==> src/common/gpcb_pkg.sv <==
package gpcb_pkg;
    // ----------------------------------------
    // Register offsets
    // ----------------------------------------
    localparam logic [7:0] OFS_GPIO_5_3_CONFIG = 8'h42; // Pin 5.3 configuration
    localparam logic [7:0] OFS_GPIO_5_4_CONFIG = 8'h43; // Pin 5.4 configuration
    localparam logic [7:0] OFS_GPIO_5_5_CONFIG = 8'h44; // Pin 5.5 configuration
    localparam logic [7:0] OFS_GPIO_5_6_CONFIG = 8'h45; // Pin 5.6 configuration
    localparam logic [7:0] OFS_GPIO_5_7_CONFIG = 8'h46; // Pin 5.7 configuration
    localparam logic [7:0] OFS_GPIO_6_0_CONFIG = 8'h47; // Pin 6.0 configuration
    localparam logic [7:0] OFS_PIN_DATA = 8'h48;        // Pin data (coined)
    localparam logic [7:0] OFS_IRQ_STATUS = 8'h49;      // Sticky events, read clears (coined)
    localparam logic [7:0] OFS_IRQ_MASK = 8'h4A;        // Event mask (coined)

    // ----------------------------------------
    // Configuration field positions
    // ----------------------------------------
    localparam int CFG_DIR_BIT = 0;    // 1 input, 0 output
    localparam int CFG_POL_BIT = 1;    // 1 inverts
    localparam int CFG_FUNC_LSB = 2;   // Function select low bit
    localparam int CFG_FUNC_MSB = 3;   // Function select high bit
    localparam int CFG_OD_BIT = 7;     // 1 open drain, 0 push pull
    localparam logic [7:0] CFG_WRITE_MASK = 8'h8F; // Bits 6:4 reserved
    localparam logic [7:0] CFG_RESET = 8'h01;      // Non-inverted push-pull input
    localparam logic [5:0] MASK_RESET = 6'h00;     // All events masked

    // ----------------------------------------
    // Function select codes
    // ----------------------------------------
    typedef enum logic [1:0] {
        GPCB_FUNC_GPIO = 2'b00,
        GPCB_FUNC_LOW = 2'b01,
        GPCB_FUNC_ALT = 2'b10,
        GPCB_FUNC_RSVD = 2'b11
    } gpcb_func_t;
endpackage : gpcb_pkg

==> src/hw/gpcb_pin.sv <==
`timescale 1ns/100ps
// ----------------------------------------
// One configurable pin: config register, pad control, input path
// ----------------------------------------
module gpcb_pin (
    input wire logic clock,
    input wire logic arst_n,
    input wire logic cfg_we,
    input wire logic [7:0] cfg_wdata,
    output logic [7:0] cfg,
    input wire logic data_out,
    input wire logic alt_out,
    input wire logic alt_out_sel,
    input wire logic pad_in,
    output logic pad_out,
    output logic pad_oe_n,
    output logic pin_value,
    output logic pin_edge
);
    logic sync_a;   // First synchroniser stage, read only by sync_b
    logic sync_b;   // Second synchroniser stage
    logic sync_d;   // Delayed copy for edge detection
    logic is_input; // Direction bit
    logic invert;   // Polarity bit
    logic level;    // Level before polarity

    // ----------------------------------------
    // Configuration register
    // ----------------------------------------
    always_ff @(posedge clock or negedge arst_n) begin
        if (!arst_n) begin
            cfg <= gpcb_pkg::CFG_RESET; // [RULE_12]
        end else if (cfg_we) begin
            cfg <= cfg_wdata & gpcb_pkg::CFG_WRITE_MASK; // [RULE_13]
        end
    end

    assign is_input = cfg[gpcb_pkg::CFG_DIR_BIT];
    assign invert = cfg[gpcb_pkg::CFG_POL_BIT];
    // Alternate output (indicator) overrides the data bit
    assign level = alt_out_sel ? alt_out : data_out;

    // ----------------------------------------
    // Pad drive: open drain only ever pulls low
    // ----------------------------------------
    always_comb begin
        pad_out = level ^ invert; // [RULE_02] [RULE_13]
        if (is_input && !alt_out_sel) begin
            pad_oe_n = 1'b1; // [RULE_01]
        end else if (cfg[gpcb_pkg::CFG_OD_BIT]) begin
            pad_oe_n = pad_out; // [RULE_03]
        end else begin
            pad_oe_n = 1'b0; // [RULE_03]
        end
    end

    // ----------------------------------------
    // Input synchroniser and either-edge detect
    // ----------------------------------------
    always_ff @(posedge clock or negedge arst_n) begin
        if (!arst_n) begin
            sync_a <= 1'b0;
            sync_b <= 1'b0;
            sync_d <= 1'b0;
        end else begin
            sync_a <= pad_in;
            sync_b <= sync_a;
            sync_d <= sync_b;
        end
    end

    // Polarity-corrected value seen by software and by interrupt routing
    assign pin_value = sync_b ^ invert; // [RULE_02] [RULE_13]
    assign pin_edge = sync_b ^ sync_d; // [RULE_10]
endmodule : gpcb_pin

==> src/hw/gpcb_bank.sv <==
// Implementation choice: the address-and-strobe port.
`timescale 1ns/100ps
// Functional notes
// RULE_01: bit 0 one is input, zero output
// RULE_02: bit 1 one inverts pin signal
// RULE_03: bit 7 one open drain, zero push-pull
// RULE_04: bits 3:2 select function, 00 plain GPIO
// RULE_05: pin 5.3 code 10 drives IRQ 7
// RULE_06: pin 5.4 code 10 drives IRQ 9
// RULE_07: pin 5.5 code 10 drives IRQ 10
// RULE_08: pin 5.6 code 10 drives IRQ 11
// RULE_09: pin 5.7 code 10 drives IRQ 15
// RULE_10: pin 6.0 code 10 either-edge interrupt four
// RULE_11: pin 6.0 code 01 first indicator, 11 reserved
// RULE_12: registers reset to 0x01
// RULE_13: reserved bits zero; polarity on both directions
module gpcb_bank #(
    parameter int NUM_PINS = 6 // Pins in this bank
) (
    input wire logic clock,
    input wire logic arst_n,
    input wire logic [7:0] reg_addr,
    input wire logic [7:0] reg_wdata,
    input wire logic reg_wr,
    input wire logic reg_rd,
    output logic [7:0] reg_rdata,
    input wire logic [NUM_PINS-1:0] pad_in,
    output logic [NUM_PINS-1:0] pad_out,
    output logic [NUM_PINS-1:0] pad_oe_n,
    input wire logic indicator_out_first,
    output logic irq_line_7,
    output logic irq_line_9,
    output logic irq_line_10,
    output logic irq_line_11,
    output logic irq_line_15,
    output logic edge_irq_fourth,
    output logic irq
);
    // ----------------------------------------
    // Declarations
    // ----------------------------------------
    logic [7:0] cfg [NUM_PINS];          // Configuration registers
    logic [NUM_PINS-1:0] cfg_we;         // Per-register write strobes
    logic [NUM_PINS-1:0] data_out;       // Output data bits
    logic [NUM_PINS-1:0] pin_value;      // Polarity-corrected input levels
    logic [NUM_PINS-1:0] pin_edge;       // Either-edge pulses
    logic [NUM_PINS-1:0] alt_sel;        // Pin in alternate function 10
    logic [NUM_PINS-1:0] irq_status;     // Sticky events
    logic [NUM_PINS-1:0] irq_mask;       // 1 enables an event
    logic [NUM_PINS-1:0] event_pulse;    // Events this cycle
    logic [NUM_PINS-1:0] alt_out_sel;    // Drive pad from alternate source
    logic status_rd;                     // Status register is being read
    logic [7:0] next_rdata;              // Read mux

    // ----------------------------------------
    // Per-pin logic
    // ----------------------------------------
    genvar gi;
    generate
        for (gi = 0; gi < NUM_PINS; gi++) begin : g_pin
            logic [1:0] func;
            assign cfg_we[gi] = reg_wr && (reg_addr == gpcb_pkg::OFS_GPIO_5_3_CONFIG + 8'(gi));
            assign func = cfg[gi][gpcb_pkg::CFG_FUNC_MSB:gpcb_pkg::CFG_FUNC_LSB];
            assign alt_sel[gi] = (func == gpcb_pkg::GPCB_FUNC_ALT); // [RULE_04]
            // Only the last pin has an output-type alternate (indicator)
            assign alt_out_sel[gi] = (gi == NUM_PINS - 1)
                && (func == gpcb_pkg::GPCB_FUNC_LOW); // [RULE_11]
            gpcb_pin u_pin (
                .clock(clock),
                .arst_n(arst_n),
                .cfg_we(cfg_we[gi]),
                .cfg_wdata(reg_wdata),
                .cfg(cfg[gi]),
                .data_out(data_out[gi]),
                .alt_out(indicator_out_first),
                .alt_out_sel(alt_out_sel[gi]),
                .pad_in(pad_in[gi]),
                .pad_out(pad_out[gi]),
                .pad_oe_n(pad_oe_n[gi]),
                .pin_value(pin_value[gi]),
                .pin_edge(pin_edge[gi])
            );
            // Edges count as events only while the pin serves an alternate input
            assign event_pulse[gi] = pin_edge[gi] && alt_sel[gi];
        end
    endgenerate

    // ----------------------------------------
    // Interrupt request routing
    // ----------------------------------------
    // Lines are level: the polarity-corrected pin state while code 10 holds.
    // Codes 01 and 11 on pins 5.3..5.7 leave the line low.
    always_ff @(posedge clock or negedge arst_n) begin
        if (!arst_n) begin
            irq_line_7 <= 1'b0;
            irq_line_9 <= 1'b0;
            irq_line_10 <= 1'b0;
            irq_line_11 <= 1'b0;
            irq_line_15 <= 1'b0;
        end else begin
            irq_line_7 <= alt_sel[0] && pin_value[0];  // [RULE_05]
            irq_line_9 <= alt_sel[1] && pin_value[1];  // [RULE_06]
            irq_line_10 <= alt_sel[2] && pin_value[2]; // [RULE_07]
            irq_line_11 <= alt_sel[3] && pin_value[3]; // [RULE_08]
            irq_line_15 <= alt_sel[4] && pin_value[4]; // [RULE_09]
        end
    end

    // Either-edge interrupt: one-cycle pulse per transition of pin 6.0
    always_ff @(posedge clock or negedge arst_n) begin
        if (!arst_n) begin
            edge_irq_fourth <= 1'b0;
        end else begin
            edge_irq_fourth <= alt_sel[NUM_PINS-1] && pin_edge[NUM_PINS-1]; // [RULE_10]
        end
    end

    // ----------------------------------------
    // Output data register
    // ----------------------------------------
    // Written as plain bits; polarity is applied at the pad
    always_ff @(posedge clock or negedge arst_n) begin
        if (!arst_n) begin
            data_out <= '0;
        end else if (reg_wr && reg_addr == gpcb_pkg::OFS_PIN_DATA) begin
            data_out <= reg_wdata[NUM_PINS-1:0];
        end
    end

    // ----------------------------------------
    // Interrupt mask
    // ----------------------------------------
    always_ff @(posedge clock or negedge arst_n) begin
        if (!arst_n) begin
            irq_mask <= gpcb_pkg::MASK_RESET;
        end else if (reg_wr && reg_addr == gpcb_pkg::OFS_IRQ_MASK) begin
            irq_mask <= reg_wdata[NUM_PINS-1:0];
        end
    end

    // ----------------------------------------
    // Sticky status, cleared by read
    // ----------------------------------------
    // A new event in the read cycle survives: set wins over clear
    assign status_rd = reg_rd && (reg_addr == gpcb_pkg::OFS_IRQ_STATUS);
    always_ff @(posedge clock or negedge arst_n) begin
        if (!arst_n) begin
            irq_status <= '0;
        end else begin
            irq_status <= (status_rd ? '0 : irq_status) | event_pulse;
        end
    end

    assign irq = |(irq_status & irq_mask);

    // ----------------------------------------
    // Read path
    // ----------------------------------------
    always_comb begin
        next_rdata = 8'h00; // Unmapped offsets read zero
        for (int i = 0; i < NUM_PINS; i++) begin
            if (reg_addr == gpcb_pkg::OFS_GPIO_5_3_CONFIG + 8'(i)) begin
                next_rdata = cfg[i]; // [RULE_13]
            end
        end
        if (reg_addr == gpcb_pkg::OFS_PIN_DATA) begin
            // Inputs show the pin, outputs the data latch
            for (int i = 0; i < NUM_PINS; i++) begin
                next_rdata[i] = cfg[i][gpcb_pkg::CFG_DIR_BIT] ? pin_value[i] : data_out[i];
            end
        end else if (reg_addr == gpcb_pkg::OFS_IRQ_STATUS) begin
            next_rdata[NUM_PINS-1:0] = irq_status;
        end else if (reg_addr == gpcb_pkg::OFS_IRQ_MASK) begin
            next_rdata[NUM_PINS-1:0] = irq_mask;
        end
    end

    // Read data stands only in the cycle after the strobe
    always_ff @(posedge clock or negedge arst_n) begin
        if (!arst_n) begin
            reg_rdata <= 8'h00;
        end else if (reg_rd) begin
            reg_rdata <= next_rdata;
        end else begin
            reg_rdata <= 8'h00;
        end
    end
endmodule : gpcb_bank

==> config.mk <==
export PLATFORM = sky130hd
export DESIGN_NAME = gpcb_bank
export DESIGN_NICKNAME = d
export VERILOG_FILES = /design/src/common/gpcb_pkg.sv /design/src/hw/gpcb_pin.sv /design/src/hw/gpcb_bank.sv
export SDC_FILE = /design/constraint.sdc
export NUM_CORES = 1
export LEC_CHECK = 0
export BUFFER_PORTS_ARGS = -buffer_cell sky130_fd_sc_hd__buf_2
export CORE_MARGIN = 8
export CORE_UTILIZATION = 45
export CTS_CLUSTER_SIZE = 14
export DETAILED_ROUTE_END_ITERATION = 10
export PLACE_DENSITY = 0.66
export SLEW_MARGIN = 10
export SYNTH_ARGS = -nofsm -noshare
export SYNTH_HDL_FRONTEND = slang
export SYNTH_SLANG_ARGS = --single-unit
==> constraint.sdc <==
create_clock -name clock -period 1.65 [get_ports clock]
set_clock_uncertainty 0.05 [all_clocks]
set_input_delay 0 -clock clock [delete_from_list [all_inputs] [get_ports clock]]
set_output_delay 0 -clock clock [all_outputs]
set_load 0.01 [all_outputs]
# --- Yosys cells after proc, flatten, opt, wreduce, memory -nomap -nowiden ---
# Cells that the tools add are included.
totals:
  register_bits: 80
  inputBits: 27
  out_inout_bits: 27
classes:
  n_eq_ne: 16
  n_mux: 30
  n_bitwise: 20
  n_reduce_logical: 23
ops:
  columns: ["operator", "count"]
  rows:
  - ["8-bit by 7-bit == test with 1-bit output (second input constant)", 9]
  - ["8-bit 2-to-1 mux", 7]
  - ["6-bit 2-to-1 mux", 4]
  - ["1-bit logical AND", 21]
  - ["1-bit 2-to-1 mux", 19]
  - ["1-bit XOR", 18]
  - ["2-bit == test (second input constant)", 6]
  - ["6-bit AND", 1]
  - ["6-bit OR", 1]
  - ["6-bit OR reduction", 1]
  - ["2-bit by 1-bit == test with 1-bit output (second input constant)", 1]
  - ["1-bit zero test", 1]

# --- Depth between registers and ports, before layout ---
# Gate-level depths: netlist of run 1.
logic_depth:
  ltp_word: 11
  mapped_depth: 7

# --- Modules after synthesis ---
# From an unflattened synthesis of run 1, not the netlist that was laid out.
unflattened:
  cells_unflattened: 321
  hier_area_um2: 3921.3
modules_own_cells:
  columns: ["module", "n_inst", "cells_each", "area_each_um2"]
  rows:
  - ["gpcb_pin", 6, 23, 332.8]
  - ["gpcb_bank", 1, 183, 1924.3]

# --- Worst setup path after synthesis of run 1 ---
# OpenSTA, ideal clock, no wires.
synth_timing:
  path_kind: "input to register"
  startpoint: "input port reg_addr[5]"
  endpoint: "register g_pin[4].u_pin.cfg[1]"
  arrival_ns: 1.520
  slack_ns: -0.045
  cell_stages: 4
  path_buffers: 0
  path_cell_list: "or4b_4 > or3b_4 > nor2_4 > mux2_2"
synth_between:
  elab_chain_len: 2
synth_lines:
  columns: ["element", "line_no", "source"]
  rows:
  - ["from (decl)", "gpcb_bank.sv:22", "input wire logic [7:0] reg_addr,"]
  - ["8-bit by 7-bit == test with 1-bit output", "gpcb_bank.sv:62", "assign cfg_we[gi] = reg_wr && (reg_addr == gpcb_pkg::OFS_GPIO_5_3_CONFIG + 8'(gi));"]
  - ["1-bit logical AND", "gpcb_bank.sv:62", null]
  - ["to (signal assigned)", "gpcb_pin.sv:32", "cfg <= gpcb_pkg::CFG_RESET;"]
  - ["to (signal assigned)", "gpcb_pin.sv:34", "cfg <= cfg_wdata & gpcb_pkg::CFG_WRITE_MASK;"]
  - ["to (decl)", "gpcb_pin.sv:10", "output logic [7:0] cfg,"]
# Every way passes these cells.
# A chain may end at the register's enable or synchronous reset.

# --- Worst setup path after layout of run 1 ---
layout_timing:
  startpoint: "register g_pin[5].u_pin.cfg[2]"
  endpoint: "output port pad_oe_n[5]"
layout_between:
  elab_chain_len: 5
  word_cells_on_any_way: 7
  classes_between: "eq/ne (1); mux (3); bitwise (1); reduce/logical (2)"
layout_lines:
  columns: ["element", "line_no", "source"]
  rows:
  - ["from (decl)", "gpcb_pin.sv:10", null]
  - ["from (signal assigned)", "gpcb_pin.sv:32", null]
  - ["from (signal assigned)", "gpcb_pin.sv:34", null]
  - ["2-bit by 1-bit == test with 1-bit output *", "gpcb_bank.sv:67", "&& (func == gpcb_pkg::GPCB_FUNC_LOW);"]
  - ["1-bit 2-to-1 mux", "gpcb_pin.sv:41", "assign level = alt_out_sel ? alt_out : data_out;"]
  - ["1-bit XOR", "gpcb_pin.sv:47", "pad_out = level ^ invert;"]
  - ["1-bit 2-to-1 mux", "gpcb_pin.sv:50", "end else if (cfg[gpcb_pkg::CFG_OD_BIT]) begin"]
  - ["1-bit 2-to-1 mux *", "gpcb_pin.sv:48", "if (is_input && !alt_out_sel) begin"]
  - ["to (decl)", "gpcb_bank.sv:29", "output logic [NUM_PINS-1:0] pad_oe_n,"]
# Mark *: on every way between the ends. The rest lies on a longest branch, timed or not.

==> results of run 1 <==
==> through the flow <==
stage                     hold slack, ns  cell area (µm²)  power [mW]   TNS, ns
after CTS                        0.00616             4510        4.16   -0.0272
after global placement            -0.111             4150        2.65     -3.38
after floorplan                   -0.346             3720        2.46         0
final                             0.0177             4530        4.12  -0.00704
after global routing              0.0159             4530        4.32    -0.177
after detailed placement          -0.109             4150        2.66     -4.13
==> Yosys cell counts, types with 2 or more instances <==
library cell                number  area [µm²]
sky130_fd_sc_hd__nor2b_1         6        37.5
sky130_fd_sc_hd__mux2_2         44         495
sky130_fd_sc_hd__a2bb2oi_1       3        26.3
sky130_fd_sc_hd__and3_1          5        31.3
sky130_fd_sc_hd__buf_4          13        97.6
sky130_fd_sc_hd__xnor2_1         8        70.1
sky130_fd_sc_hd__o21ai_0        20         100
sky130_fd_sc_hd__a211oi_1        9        67.6
sky130_fd_sc_hd__a21o_1          7        52.6
sky130_fd_sc_hd__mux2i_1         5        50.1
sky130_fd_sc_hd__nand2_1        16        60.1
sky130_fd_sc_hd__clkbuf_1        6        22.5
sky130_fd_sc_hd__dfstp_2         6         158
sky130_fd_sc_hd__nand3_1         3        15.0
sky130_fd_sc_hd__dfrtp_1        73        1830
sky130_fd_sc_hd__o221ai_1        2        17.5
sky130_fd_sc_hd__a32o_1          5        50.1
sky130_fd_sc_hd__inv_1          12        45.0
sky130_fd_sc_hd__a21oi_1         9        45.0
sky130_fd_sc_hd__buf_2           4        20.0
sky130_fd_sc_hd__a22oi_1         6        45.0
sky130_fd_sc_hd__nor3b_1         7        52.6
sky130_fd_sc_hd__nor3b_2         2        25.0
sky130_fd_sc_hd__xor2_1         10        87.6
sky130_fd_sc_hd__nor2_1         13        48.8
==> repair_timing <==
item / in CTS / in global routing
buffers inserted: 2 / 2
hold buffers: 12 / 0
gates resized for setup: 4 / 4
endpoints found under the setup margin: 2 / 4
pin swaps: 2 / 2
hold endpoints to repair: 99 / 0
==> cells in the final DEF (no fill, tap or decap), types with 3 or more instances in the layout <==
master | Yosys | layout
sky130_fd_sc_hd__a211oi_1 | 9 | 8
sky130_fd_sc_hd__a21o_1 | 7 | 7
sky130_fd_sc_hd__a21oi_1 | 9 | 9
sky130_fd_sc_hd__a22oi_1 | 6 | 6
sky130_fd_sc_hd__a2bb2oi_1 | 3 | 3
sky130_fd_sc_hd__a32o_1 | 5 | 5
sky130_fd_sc_hd__and3_1 | 5 | 5
sky130_fd_sc_hd__buf_2 | 4 | 49
sky130_fd_sc_hd__buf_4 | 13 | 24
sky130_fd_sc_hd__clkbuf_8 | 0 | 10
sky130_fd_sc_hd__clkinvlp_4 | 0 | 4
sky130_fd_sc_hd__dfrtp_1 | 73 | 72
sky130_fd_sc_hd__dfstp_2 | 6 | 6
sky130_fd_sc_hd__dlygate4sd3_1 | 0 | 12
sky130_fd_sc_hd__inv_1 | 12 | 12
sky130_fd_sc_hd__mux2_2 | 44 | 44
sky130_fd_sc_hd__mux2i_1 | 5 | 5
sky130_fd_sc_hd__nand2_1 | 16 | 16
sky130_fd_sc_hd__nand3_1 | 3 | 3
sky130_fd_sc_hd__nor2_1 | 13 | 13
sky130_fd_sc_hd__nor2b_1 | 6 | 5
sky130_fd_sc_hd__nor3b_1 | 7 | 7
sky130_fd_sc_hd__o21ai_0 | 20 | 18
sky130_fd_sc_hd__xnor2_1 | 8 | 8
sky130_fd_sc_hd__xor2_1 | 10 | 10
==> worst reg2reg max path: stages, from the launching register on <==
cell and delay, ns:
sky130_fd_sc_hd__dfrtp_1 0.40, sky130_fd_sc_hd__buf_4 0.14, sky130_fd_sc_hd__mux2_2 0.27, sky130_fd_sc_hd__a22o_1 0.18, sky130_fd_sc_hd__a22oi_1 0.18, sky130_fd_sc_hd__o21ai_1 0.09, sky130_fd_sc_hd__and3_1 0.18
==> power by group through the flow <==
stage | logic (mW) | registers (mW) | clock network, mW
after detailed placement | 0.453 | 2.21 | 0
after CTS | 0.482 | 2.17 | 1.51
final | 0.488 | 2.17 | 1.46
after global routing | 0.542 | 2.18 | 1.59
after floorplan | 0.291 | 2.17 | 0
after global placement | 0.443 | 2.20 | 0
==> metal layers <==
layer | GRT usage [%] | wire length, µm
met5 | 0 | 0
met4 | 6.03 | 148
met3 | 4.20 | 546
met2 | 25.8 | 4250
met1 | 21.6 | 4010
==> how the worst max path moves through the flow <==
stage / endpoint / start
floorplan: g_pin[4].u_pin.cfg[1] / reg_addr[5]
finish: pad_oe_n[5] / g_pin[5].u_pin.cfg[2]
global placement: g_pin[4].u_pin.cfg[1] / reg_addr[5]
detailed placement: g_pin[4].u_pin.cfg[7] / reg_addr[5]
CTS: pad_oe_n[5] / g_pin[5].u_pin.cfg[2]
global route: pad_oe_n[5] / g_pin[5].u_pin.cfg[2]
==> final cells by class <==
cell class	instances	area [µm²]
clock buffers	10	138
repair buffers	89	608
clock inverters	6	68.8
multi-input cells	197	1560
fillers	708	3560
inverters	12	45.0
well taps	105	131
flip-flops and latches	79	1990
==> sequential cells by signal (all words and copies together), names as in the netlist, 6 cells and up <==
signal and cells:
irq_status 6, g_pin.u_pin.sync_a 6, g_pin.u_pin.sync_b 6, reg_rdata 7
irq_mask 6, data_out 6, g_pin.u_pin.cfg 30, g_pin.u_pin.sync_d 6
==> logic make-up (layout without fill, tap and decap cells) <==
kind of cell | count (synthesis) | after routing
simple gates | 63 | 63
buf+inv | 36 | 117
other cells | 1 | 1
flops | 79 | 79
xor+xnor | 18 | 18
compound gates | 66 | 66
mux | 49 | 49
==> qor.csv, run 1 <==
stage;metric;value;unit
run_status;status;complete, but fails checks;
run_status;failed_checks;setup timing;
yosys;dominantRegCellSynth;sky130_fd_sc_hd__dfrtp_1;
yosys;synth-seq-area-share;53.4;%
global_routing;grt_pass1_wl;14600;µm
yosys;synth_area_per_cell;11.9;µm²
yosys;synth_simple_gate_area_share;10.3;%
floorplanning;design.core.area;0.00809;mm²
critical_path;worst_setup_path_end_kind;output port;
global_routing;gr-total-overflow;0;
power_and_ir_drop;switching_share;26.2;%
power_and_ir_drop;vdd_ir_drop_max;0.000514;V
critical_path;worst-endpoint-required;1.60;ns
cells_and_area;num_antenna_cells;0;
critical_path;timing.critical_path.arrival;1.61;ns
clock_network;cts_clk_pin_slew_worst_paths;0.09;ns
global_routing;grt_pass1_vias;2755;
cells_and_area;drive_above_1_share;39.2;%
global_routing;grt_max_degree;38;
worst_hold_path;worst_hold_path.num_cells;2;
clock_network;tritoncts;built;
yosys;yosys.cell_types.count;43;
detailed_routing;detail_route.first_pass.iterations;4;
timing;max_clock_freq;603;MHz
global_routing;grt_antenna_before_repair;0;
flow_run;cap_viol_max_count;0;
yosys;synth_fa_ha_area_share;0;%
global_routing;global_route.usage.total;16.5;%
critical_path;timing.rr.end;reg_rdata[2];
power_and_ir_drop;seq_power_share;52.7;%
power_and_ir_drop;power_density;909;mW/mm²
detailed_routing;drc_errors;0;
floorplanning;fp.dieH;107;µm
yosys;synth.net_count;339;
critical_path;worst_path_largest_cell_delay;0.37;ns
timing;grt_setup_unrepaired;true;
detailed_routing;antenna_left;0;
power_and_ir_drop;p_comb_share;11.8;%
critical_path;flop_to_flop_setup_slack;0.06;ns
power_and_ir_drop;cellLeakagePower;2.19;nW
floorplanning;initial_core_util;45.9;%
yosys;mappedNetlistArea;0.00372;mm²
cells_and_area;utilization;56.0;%
worst_hold_path;holdPathEnd;g_pin[5].u_pin.cfg[3];
critical_path;crit_slowest_cell;sky130_fd_sc_hd__dfrtp_1;
clock_network;clock_latency;0.36;ns
clock_network;cts.sinks;79;
critical_path;critical_path.startpoint_type;flop;
cells_and_area;count_of_placed_standard_cells_in_the_final_layout_fillers_left_out;498;
critical_path;cp.depth;7;
yosys;yosys-mux-area-fraction;14.7;%
timing;final_max_slew_viol_count;0;
timing;timing.final.setup_violations;1;
floorplanning;std_cell_rows;33;
placed_design;gp_congestion;0.921;
placed_design;preCtsSetupSlack;-0.150;ns
critical_path;cp_cell_sequence;buf_6, nor2b_4, mux2i_1, xnor2_1, nand2_1, o21ai_1, buf_2;
detailed_routing;routed-via-count;2660;
floorplanning;die_x;107;µm
critical_path;path_max_fanout;2;
floorplanning;design.portCount;54;
worst_hold_path;hold_path.startpoint;reg_wdata[3];
timing;postLayoutSetupSlackWorst;-0.00704;ns
clock_network;cts.htree.levels;3;
power_and_ir_drop;power_switching;1.08;mW
yosys;number_of_enable_type_register_cells_in_the_synthesized_netlist;0;
placed_design;placed_cells_incl_taps;466;
clock_network;maximum_clock_insertion_buffer_count;2;
worst_hold_path;hold_class;input port to flop;
clock_network;cts_root_buffer;sky130_fd_sc_hd__clkbuf_8;
yosys;main_combinational_cell_family_by_area_after_synthesis;multiplexers;
detailed_routing;detail_route.iter0.violations;126;
yosys;netlist_instances;312;
critical_path;criticalPathCategory;flop to output port;
critical_path;timing.critical_path.buf_inv;2;
power_and_ir_drop;pwr-share-clk;35.5;%
cells_and_area;area_growth_syn_to_layout;21.9;%
placed_design;place.port_buffers;51;
detailed_routing;totalWireLength;8950;µm
yosys;synth.ff_latch_count;79;
power_and_ir_drop;intPower;3.04;mW
critical_path;largest_delay_share_family_worst_path;flip-flops;
yosys;synth_area_in_compound_gates;12.2;%
yosys;synth_xor_xnor_area_share;4.24;%
floorplanning;die_area;0.0114;mm²
timing;fin_crit;1.66;ns
timing;hold_viol_final;0;
critical_path;worst_r2r_path_depth;6;
yosys;asyncSetResetFlopFracSynth;100;%
cells_and_area;final_nets;415;
yosys;ys.warnings.count;0;
timing;final_worst_path_period_share;100;%
critical_path;reg_to_reg_startpoint;g_pin[5].u_pin.cfg[2];
clock_network;cts_made_buffers;9;
placed_design;detailedPlacementHpwl;6560;µm
detailed_routing;route.detailed.vias_per_inst;5.34;
detailed_routing;detail_route.wl_per_cell;18.0;µm
Power figures use the tool's default switching activity.
==> run 2, diff against run 1 <==
--- a/config.mk
+++ b/config.mk
@@ -7,4 +7,5 @@
 export LEC_CHECK = 0
 export BUFFER_PORTS_ARGS = -buffer_cell sky130_fd_sc_hd__buf_2
+export CORE_ASPECT_RATIO = 0.6
 export CORE_MARGIN = 8
 export CORE_UTILIZATION = 45
==> constraint.sdc (replaced) <==
create_clock -name clock -period 1.65 [get_ports clock]
set_clock_uncertainty 0.05 [all_clocks]
set_input_delay 0.4125 -clock clock [delete_from_list [all_inputs] [get_ports clock]]
set_output_delay 0.4125 -clock clock [all_outputs]
set_load 0.01 [all_outputs]
==> run 2 against run 1 <==
Global-route usage increased by 2.0 points. Sequential share of layout area decreased by 5.3 points. Count of clock-buffer cells in the layout unchanged. Register-to-register slack got worse by 0.07 ns. Flip-flop and latch count unchanged. Via count increased by 6.3%. Non-clock buffer count increased by 24. Cell area increased by 14%. Critical path depth decreased by 1. Routed wire length increased by 15%. Critical path type unchanged. Hold slack improved by 0.10 ns. The run still ends with setup timing left. Sequential power about the same.
==> qor.csv, run 2 (synthesis results as in run 1) <==
stage;metric;value;unit;change
timing;fin_crit;1.99;ns;+0.331 ns
floorplanning;std_cell_rows;25;;-24%
cells_and_area;largest_registers_ranked_by_flip_flop_count;g_pin.u_pin.cfg (30), reg_rdata (7);;
cells_and_area;finalInstanceArea;0.00516;mm²;+14%
power_and_ir_drop;power_density;966;mW/mm²;+6.3%
critical_path;cp_cell_sequence;nor2b_2, mux2i_1, xnor2_1, nand2_1, o21ai_1, buf_2;;
critical_path;worst_r2r_path_depth;7;;+1
timing;hold_viol_final;0;;unchanged
detailed_routing;totalWireLength;10200;µm;+15%
floorplanning;design.portCount;54;;unchanged
detailed_routing;route.detailed.vias_per_inst;5.38;;+0.81%
global_routing;gr-total-overflow;0;;unchanged
timing;max_clock_freq;503;MHz;-17%
clock_network;cts.htree.levels;3;;unchanged
critical_path;path_max_fanout;2;;unchanged
floorplanning;die_x;133;µm;+25%
placed_design;place.port_buffers;51;;unchanged
cells_and_area;utilization;64.9;%;+8.9 points
cells_and_area;max_flop_register;g_pin.u_pin.cfg;;
worst_hold_path;hold_class;input port to flop;;
detailed_routing;detail_route.wl_per_cell;19.5;µm;+8.6%
power_and_ir_drop;cellLeakagePower;2.49;nW;+14%
clock_network;tritoncts;built;;
run_status;status;complete, but fails checks;;
floorplanning;design.core.area;0.00795;mm²;-1.8%
run_status;failed_checks;setup timing;;
critical_path;timing.critical_path.arrival;1.53;ns;-0.08 ns
placed_design;detailedPlacementHpwl;7400;µm;+13%
critical_path;worst_path_largest_cell_delay;0.39;ns;+0.02 ns
floorplanning;initial_core_util;46.8;%;+0.85 points
timing;final_worst_path_period_share;120;%;+20 points
worst_hold_path;worst_hold_path.num_cells;1;;-1
floorplanning;die_area;0.0115;mm²;+0.83%
detailed_routing;drc_errors;0;;unchanged
clock_network;clock_latency;0.34;ns;-0.02 ns
timing;grt_setup_unrepaired;true;;
detailed_routing;antenna_left;0;;unchanged
critical_path;timing.critical_path.buf_inv;1;;-1
clock_network;cts_clk_pin_slew_worst_paths;0.06;ns;-0.03 ns
clock_network;maximum_clock_insertion_buffer_count;2;;unchanged
floorplanning;fp.dieH;86.4;µm;-19%
critical_path;worst_setup_path_end_kind;output port;;
global_routing;global_route.usage.total;18.5;%;+2.0 points
global_routing;grt_max_degree;37;;-2.6%
critical_path;criticalPathCategory;flop to output port;;
timing;timing.final.setup_violations;61;;+60
worst_hold_path;hold_path.startpoint;pad_in[1];;
critical_path;worst-endpoint-required;1.19;ns;-0.41 ns
power_and_ir_drop;vdd_ir_drop_max;0.000817;V;+59%
critical_path;largest_delay_share_family_worst_path;flip-flops;;
cells_and_area;final_nets;439;;+5.8%
cells_and_area;layout_commonest_cell;sky130_fd_sc_hd__dfrtp_1;;
detailed_routing;routed-via-count;2827;;+6.3%
clock_network;cts.sinks;79;;unchanged
clock_network;cts_made_buffers;9;;unchanged
cells_and_area;drive_above_1_share;51.6;%;+12 points
critical_path;reg_to_reg_startpoint;g_pin[0].u_pin.cfg[1];;
cells_and_area;fill_cells;631;;-11%
global_routing;grt_pass1_vias;2922;;+6.1%
critical_path;timing.rr.end;reg_rdata[0];;
global_routing;grt_pass1_wl;16300;µm;+12%
detailed_routing;detail_route.iter0.violations;265;;+110%
flow_run;cap_viol_max_count;0;;unchanged
clock_network;cts_root_buffer;sky130_fd_sc_hd__clkbuf_16;;
cells_and_area;most_used_cells_in_the_layout_excluding_fill_and_tap_cells;sky130_fd_sc_hd__dfrtp_1, sky130_fd_sc_hd__buf_4, sky130_fd_sc_hd__buf_2;;
critical_path;critical_path.startpoint_type;flop;;
detailed_routing;detail_route.first_pass.iterations;4;;unchanged
cells_and_area;area_growth_syn_to_layout;38.8;%;
timing;postLayoutSetupSlackWorst;-0.338;ns;-0.331 ns
timing;final_max_slew_viol_count;0;;unchanged
worst_hold_path;holdPathEnd;g_pin[1].u_pin.sync_a;;
critical_path;crit_slowest_cell;sky130_fd_sc_hd__dfrtp_1;;
placed_design;gp_congestion;0.917;;-0.42%
cells_and_area;largest_reg_flops;30;;unchanged
power_and_ir_drop;finalPower;4.99;mW;+21%
global_routing;grt_antenna_before_repair;0;;unchanged
cells_and_area;num_antenna_cells;0;;unchanged
critical_path;flop_to_flop_setup_slack;-0.01;ns;-0.07 ns
critical_path;crit_path_start;g_pin[5].u_pin.cfg[3];;
placed_design;placedInstanceArea;0.00433;mm²;+4.3%
run 2: cell types whose count changed in the layout (fill, tap and decap cells not counted), sizes merged:
| cell | change |
|---|---|
| bufinv | +1 |
| dlygate4sd3 | -11 |
| clkinvlp | -3 |
| buf | +35 |
| inv | +1 |
| clkinv | +1 |
run 2: layer usage:
metal  routed length (µm)  global-route usage, %  share of wire (%)
met2                 4220                   25.0                 41
met4                  140                   5.57                1.4
met5                    0                      0                  0
met1                 4950                   26.1                 48
met3                  940                   7.45                9.2
run 2: metrics by stage:
step	cells	setup TNS, ns	hold WS, ns	worst slack [ns]
final	525	-9.06	0.122	-0.338
after CTS	521	-7.72	0.113	-0.360
after floorplan	312	-14.50	0.0669	-0.406
after global routing	525	-11.07	0.111	-0.425
after detailed placement	484	-25.99	0.220	-0.601
after global placement	484	-24.97	0.220	-0.602
run 2: worst register-to-register path, delay by kind of cell, from the launching register on:
kind	cells	cell delay, ns
AO/OA/AOI/OAI	3	0.44
XOR/XNOR	1	0.19
buffers and inverters	2	0.29
flip-flops	1	0.38
AND/OR/NAND/NOR	1	0.20
run 2: worst max path at each step:
| stage | end | depth (start not counted) |
|---|---|---|
| global route | pad_oe_n[5] | 6 |
| detailed placement | g_pin[4].u_pin.cfg[3] | 5 |
| CTS | pad_oe_n[5] | 6 |
| floorplan | g_pin[4].u_pin.cfg[1] | 4 |
| finish | pad_oe_n[5] | 6 |
| global placement | g_pin[4].u_pin.cfg[7] | 5 |
run 2: repair_timing:
action | 4_1_cts | 5_1_grt
resized for setup | 44 | 24
hold buffers | 1 | 0
buffers inserted | 21 | 4
hold endpoints to repair | 9 | 0
setup endpoints to repair | 60 | 64
pin swaps | 23 | 11
run 2: where the power goes:
group          internal (mW)  leakage [nW]  switching, mW
clock                   1.37         0.159          0.792
sequential              2.06          1.01          0.110
combinational          0.340          1.32          0.314
total                   3.77          2.49           1.22
run 2: layout make-up:
type / instances / area [µm²] / area share [%]
sequential: 79 / 1990 / 38.5
tap: 108 / 135 / 2.62
multi-input combinational: 197 / 1810 / 35.1
clock inverter: 6 / 90.1 / 1.75
timing repair buffer: 113 / 852 / 16.5
clock buffer: 10 / 239 / 4.63
inverter: 12 / 45.0 / 0.873
==> run 3, diff against run 2 <==
- GPL_TIMING_DRIVEN: unset -> 0
- SKIP_LAST_GASP: unset -> 1
==> run 3 against run 2 <==
Power fell by 1.3%. Flip-flop and latch count did not move. Largest cell class unchanged. Global-route usage rose by 0.19 points. Count of clock-buffer cells in the layout rose by 3. Worst setup slack got worse by 0.098 ns. First-iteration DRC count fell by 22%. Non-clock buffer count fell by 7. Routed wire length rose by 1.5%. Sequential share of layout area rose by 0.40 points. Register-to-register slack barely moved. The run still ends with setup timing left. Critical path depth did not move. Sequential power barely moved.
==> qor.csv, run 3 (synthesis results as in run 1) <==
stage;metric;value;unit;change
run_status;status;complete, but fails checks;;
run_status;failed_checks;setup timing;;
critical_path;crit_slowest_cell;sky130_fd_sc_hd__dfrtp_1;;
cells_and_area;max_flop_register;g_pin.u_pin.cfg;;
critical_path;worst-endpoint-required;1.19;ns;about the same
cells_and_area;final-seq-area;0.00199;mm²;unchanged
timing;final_max_slew_viol_count;0;;unchanged
detailed_routing;drc_errors;0;;unchanged
timing;grt_setup_unrepaired;true;;
cells_and_area;count_of_placed_standard_cells_in_the_final_layout_fillers_left_out;518;;-1.3%
critical_path;criticalPathCategory;flop to output port;;
timing;final_worst_path_period_share;126;%;+5.9 points
cells_and_area;largest_registers_ranked_by_flip_flop_count;g_pin.u_pin.cfg (30), reg_rdata (7);;
global_routing;grt_antenna_before_repair;0;;unchanged
cells_and_area;largest_reg_flops;30;;unchanged
global_routing;grt_pass1_vias;2878;;-1.5%
floorplanning;die_x;133;µm;unchanged
detailed_routing;detail_route.wl_per_cell;20.1;µm;+2.9%
clock_network;cts_made_buffers;9;;unchanged
detailed_routing;detail_route.first_pass.iterations;4;;unchanged
clock_network;cts_root_buffer;sky130_fd_sc_hd__clkbuf_16;;
critical_path;worst_path_largest_cell_delay;0.40;ns;about the same
timing;hold_viol_final;0;;unchanged
critical_path;critical_path.startpoint_type;flop;;
detailed_routing;routed-via-count;2805;;-0.78%
detailed_routing;detail_route.iter0.violations;206;;-22%
critical_path;worst_setup_path_end_kind;output port;;
power_and_ir_drop;vdd_ir_drop_max;0.000577;V;-29%
worst_hold_path;hold_class;input port to flop;;
cells_and_area;area_growth_syn_to_layout;37.4;%;
detailed_routing;antenna_left;0;;unchanged
critical_path;flop_to_flop_setup_slack;-0.02;ns;about the same
clock_network;cts.htree.levels;3;;unchanged
cells_and_area;layout_commonest_cell;sky130_fd_sc_hd__dfrtp_1;;
cells_and_area;num_antenna_cells;0;;unchanged
flow_run;cap_viol_max_count;0;;unchanged
cells_and_area;most_used_cells_in_the_layout_excluding_fill_and_tap_cells;sky130_fd_sc_hd__dfrtp_1, sky130_fd_sc_hd__buf_2, sky130_fd_sc_hd__buf_4;;
cells_and_area;multi_input_area;0.00180;mm²;-0.55%
power_and_ir_drop;cellLeakagePower;2.43;nW;-2.4%
cells_and_area;fill_cells;623;;-1.3%
critical_path;largest_delay_share_family_worst_path;flip-flops;;
cells_and_area;drive_above_1_share;49.3;%;-2.3 points
global_routing;grt_pass1_wl;16500;µm;+0.84%
placed_design;placed_cells_incl_taps;472;;-2.5%
placed_design;place.port_buffers;51;;unchanged
global_routing;gr-total-overflow;0;;unchanged
global_routing;grt_max_degree;52;;+41%
floorplanning;design.core.area;0.00795;mm²;unchanged
critical_path;timing.critical_path.buf_inv;1;;unchanged
cells_and_area;final_nets;432;;-1.6%
timing;max_clock_freq;479;MHz;-4.7%
timing;postLayoutSetupSlackWorst;-0.436;ns;-0.0977 ns
clock_network;clock_latency;0.34;ns;about the same
detailed_routing;totalWireLength;10400;µm;+1.5%
placed_design;detailedPlacementHpwl;7090;µm;-4.1%
clock_network;cts.sinks;79;;unchanged
placed_design;gp_congestion;0.878;;-4.2%
floorplanning;die_area;0.0115;mm²;unchanged
floorplanning;initial_core_util;46.8;%;unchanged
critical_path;cp_cell_sequence;nor2b_4, mux2i_2, xnor2_1, nand2_1, o21ai_2, buf_6;;
floorplanning;fp.dieH;86.4;µm;unchanged
detailed_routing;route.detailed.vias_per_inst;5.42;;+0.56%
clock_network;maximum_clock_insertion_buffer_count;2;;unchanged
power_and_ir_drop;power_density;963;mW/mm²;-0.31%
floorplanning;std_cell_rows;25;;unchanged
timing;timing.final.setup_violations;61;;unchanged
global_routing;global_route.usage.total;18.6;%;+0.19 points
timing;setup_total_negative_slack;-11.55;ns;-2.49 ns
critical_path;path_max_fanout;2;;unchanged
clock_network;cts_clk_pin_slew_worst_paths;0.06;ns;about the same
timing;fin_crit;2.09;ns;+0.0977 ns
clock_network;tritoncts;built;;
critical_path;timing.critical_path.arrival;1.62;ns;+0.09 ns
floorplanning;design.portCount;54;;unchanged
## run 3: timing repair
| action | CTS | global route |
|---|---|---|
| resized for setup | 48 | 33 |
| pin swaps | 25 | 16 |
| setup buffers | 30 | 11 |
| hold endpoints to repair | 26 | 0 |
| cloned | 0 | 0 |
| endpoints found under the setup margin | 67 | 66 |
| hold buffers | 1 | 0 |
## run 3: final timing paths
check,startpoint,endpoint,cells after the start
setup / recovery,g_pin[5].u_pin.cfg[2],pad_oe_n[5],6
max in group asynchronous,arst_n,g_pin[0].u_pin.cfg[0],3
hold reg to reg,g_pin[3].u_pin.sync_a,g_pin[3].u_pin.sync_b,0
setup reg to reg,g_pin[3].u_pin.cfg[1],reg_rdata[3],6
min in group asynchronous,arst_n,edge_irq_fourth,2
hold / removal,pad_in[0],g_pin[0].u_pin.sync_a,1
## run 3: through the flow
stage          power [mW]  hold slack [ns]  utilization [%]  worst slack (ns)  cell area [µm²]
2_1_floorplan        2.47           0.0669                -            -0.406             3790
3_3_place_gp         2.68            0.283             52.6            -0.801             4180
4_1_cts              4.91            0.117             61.9            -0.397             4920
5_1_grt              5.10            0.116             64.3            -0.522             5110
3_5_place_dp         2.70            0.285             53.0            -0.809             4210
6_report             4.92            0.127             64.3            -0.436             5110
## run 3: where the power goes
group          internal (mW)  leakage [nW]  switching, mW
clock network           1.37         0.150          0.746
logic                  0.331          1.27          0.314
registers               2.06          1.01          0.103
total                   3.76          2.43           1.16
## run 3: final cells by class
cell class	instances	share of cell area (%)
flip-flops and latches	79	38.9
multi-input cells	197	35.3
repair buffers	94	14.5
clock buffers	13	4.90
well taps	108	2.65
plain buffers	12	1.57
clock inverters	3	1.32
inverters	12	0.882
## run 3: routing by layer
metal | wire (µm) | global-route usage, %
met3 | 1130 | 6.70
met1 | 4910 | 27.5
met5 | 0 | 0
met4 | 116 | 5.37
met2 | 4240 | 24.5
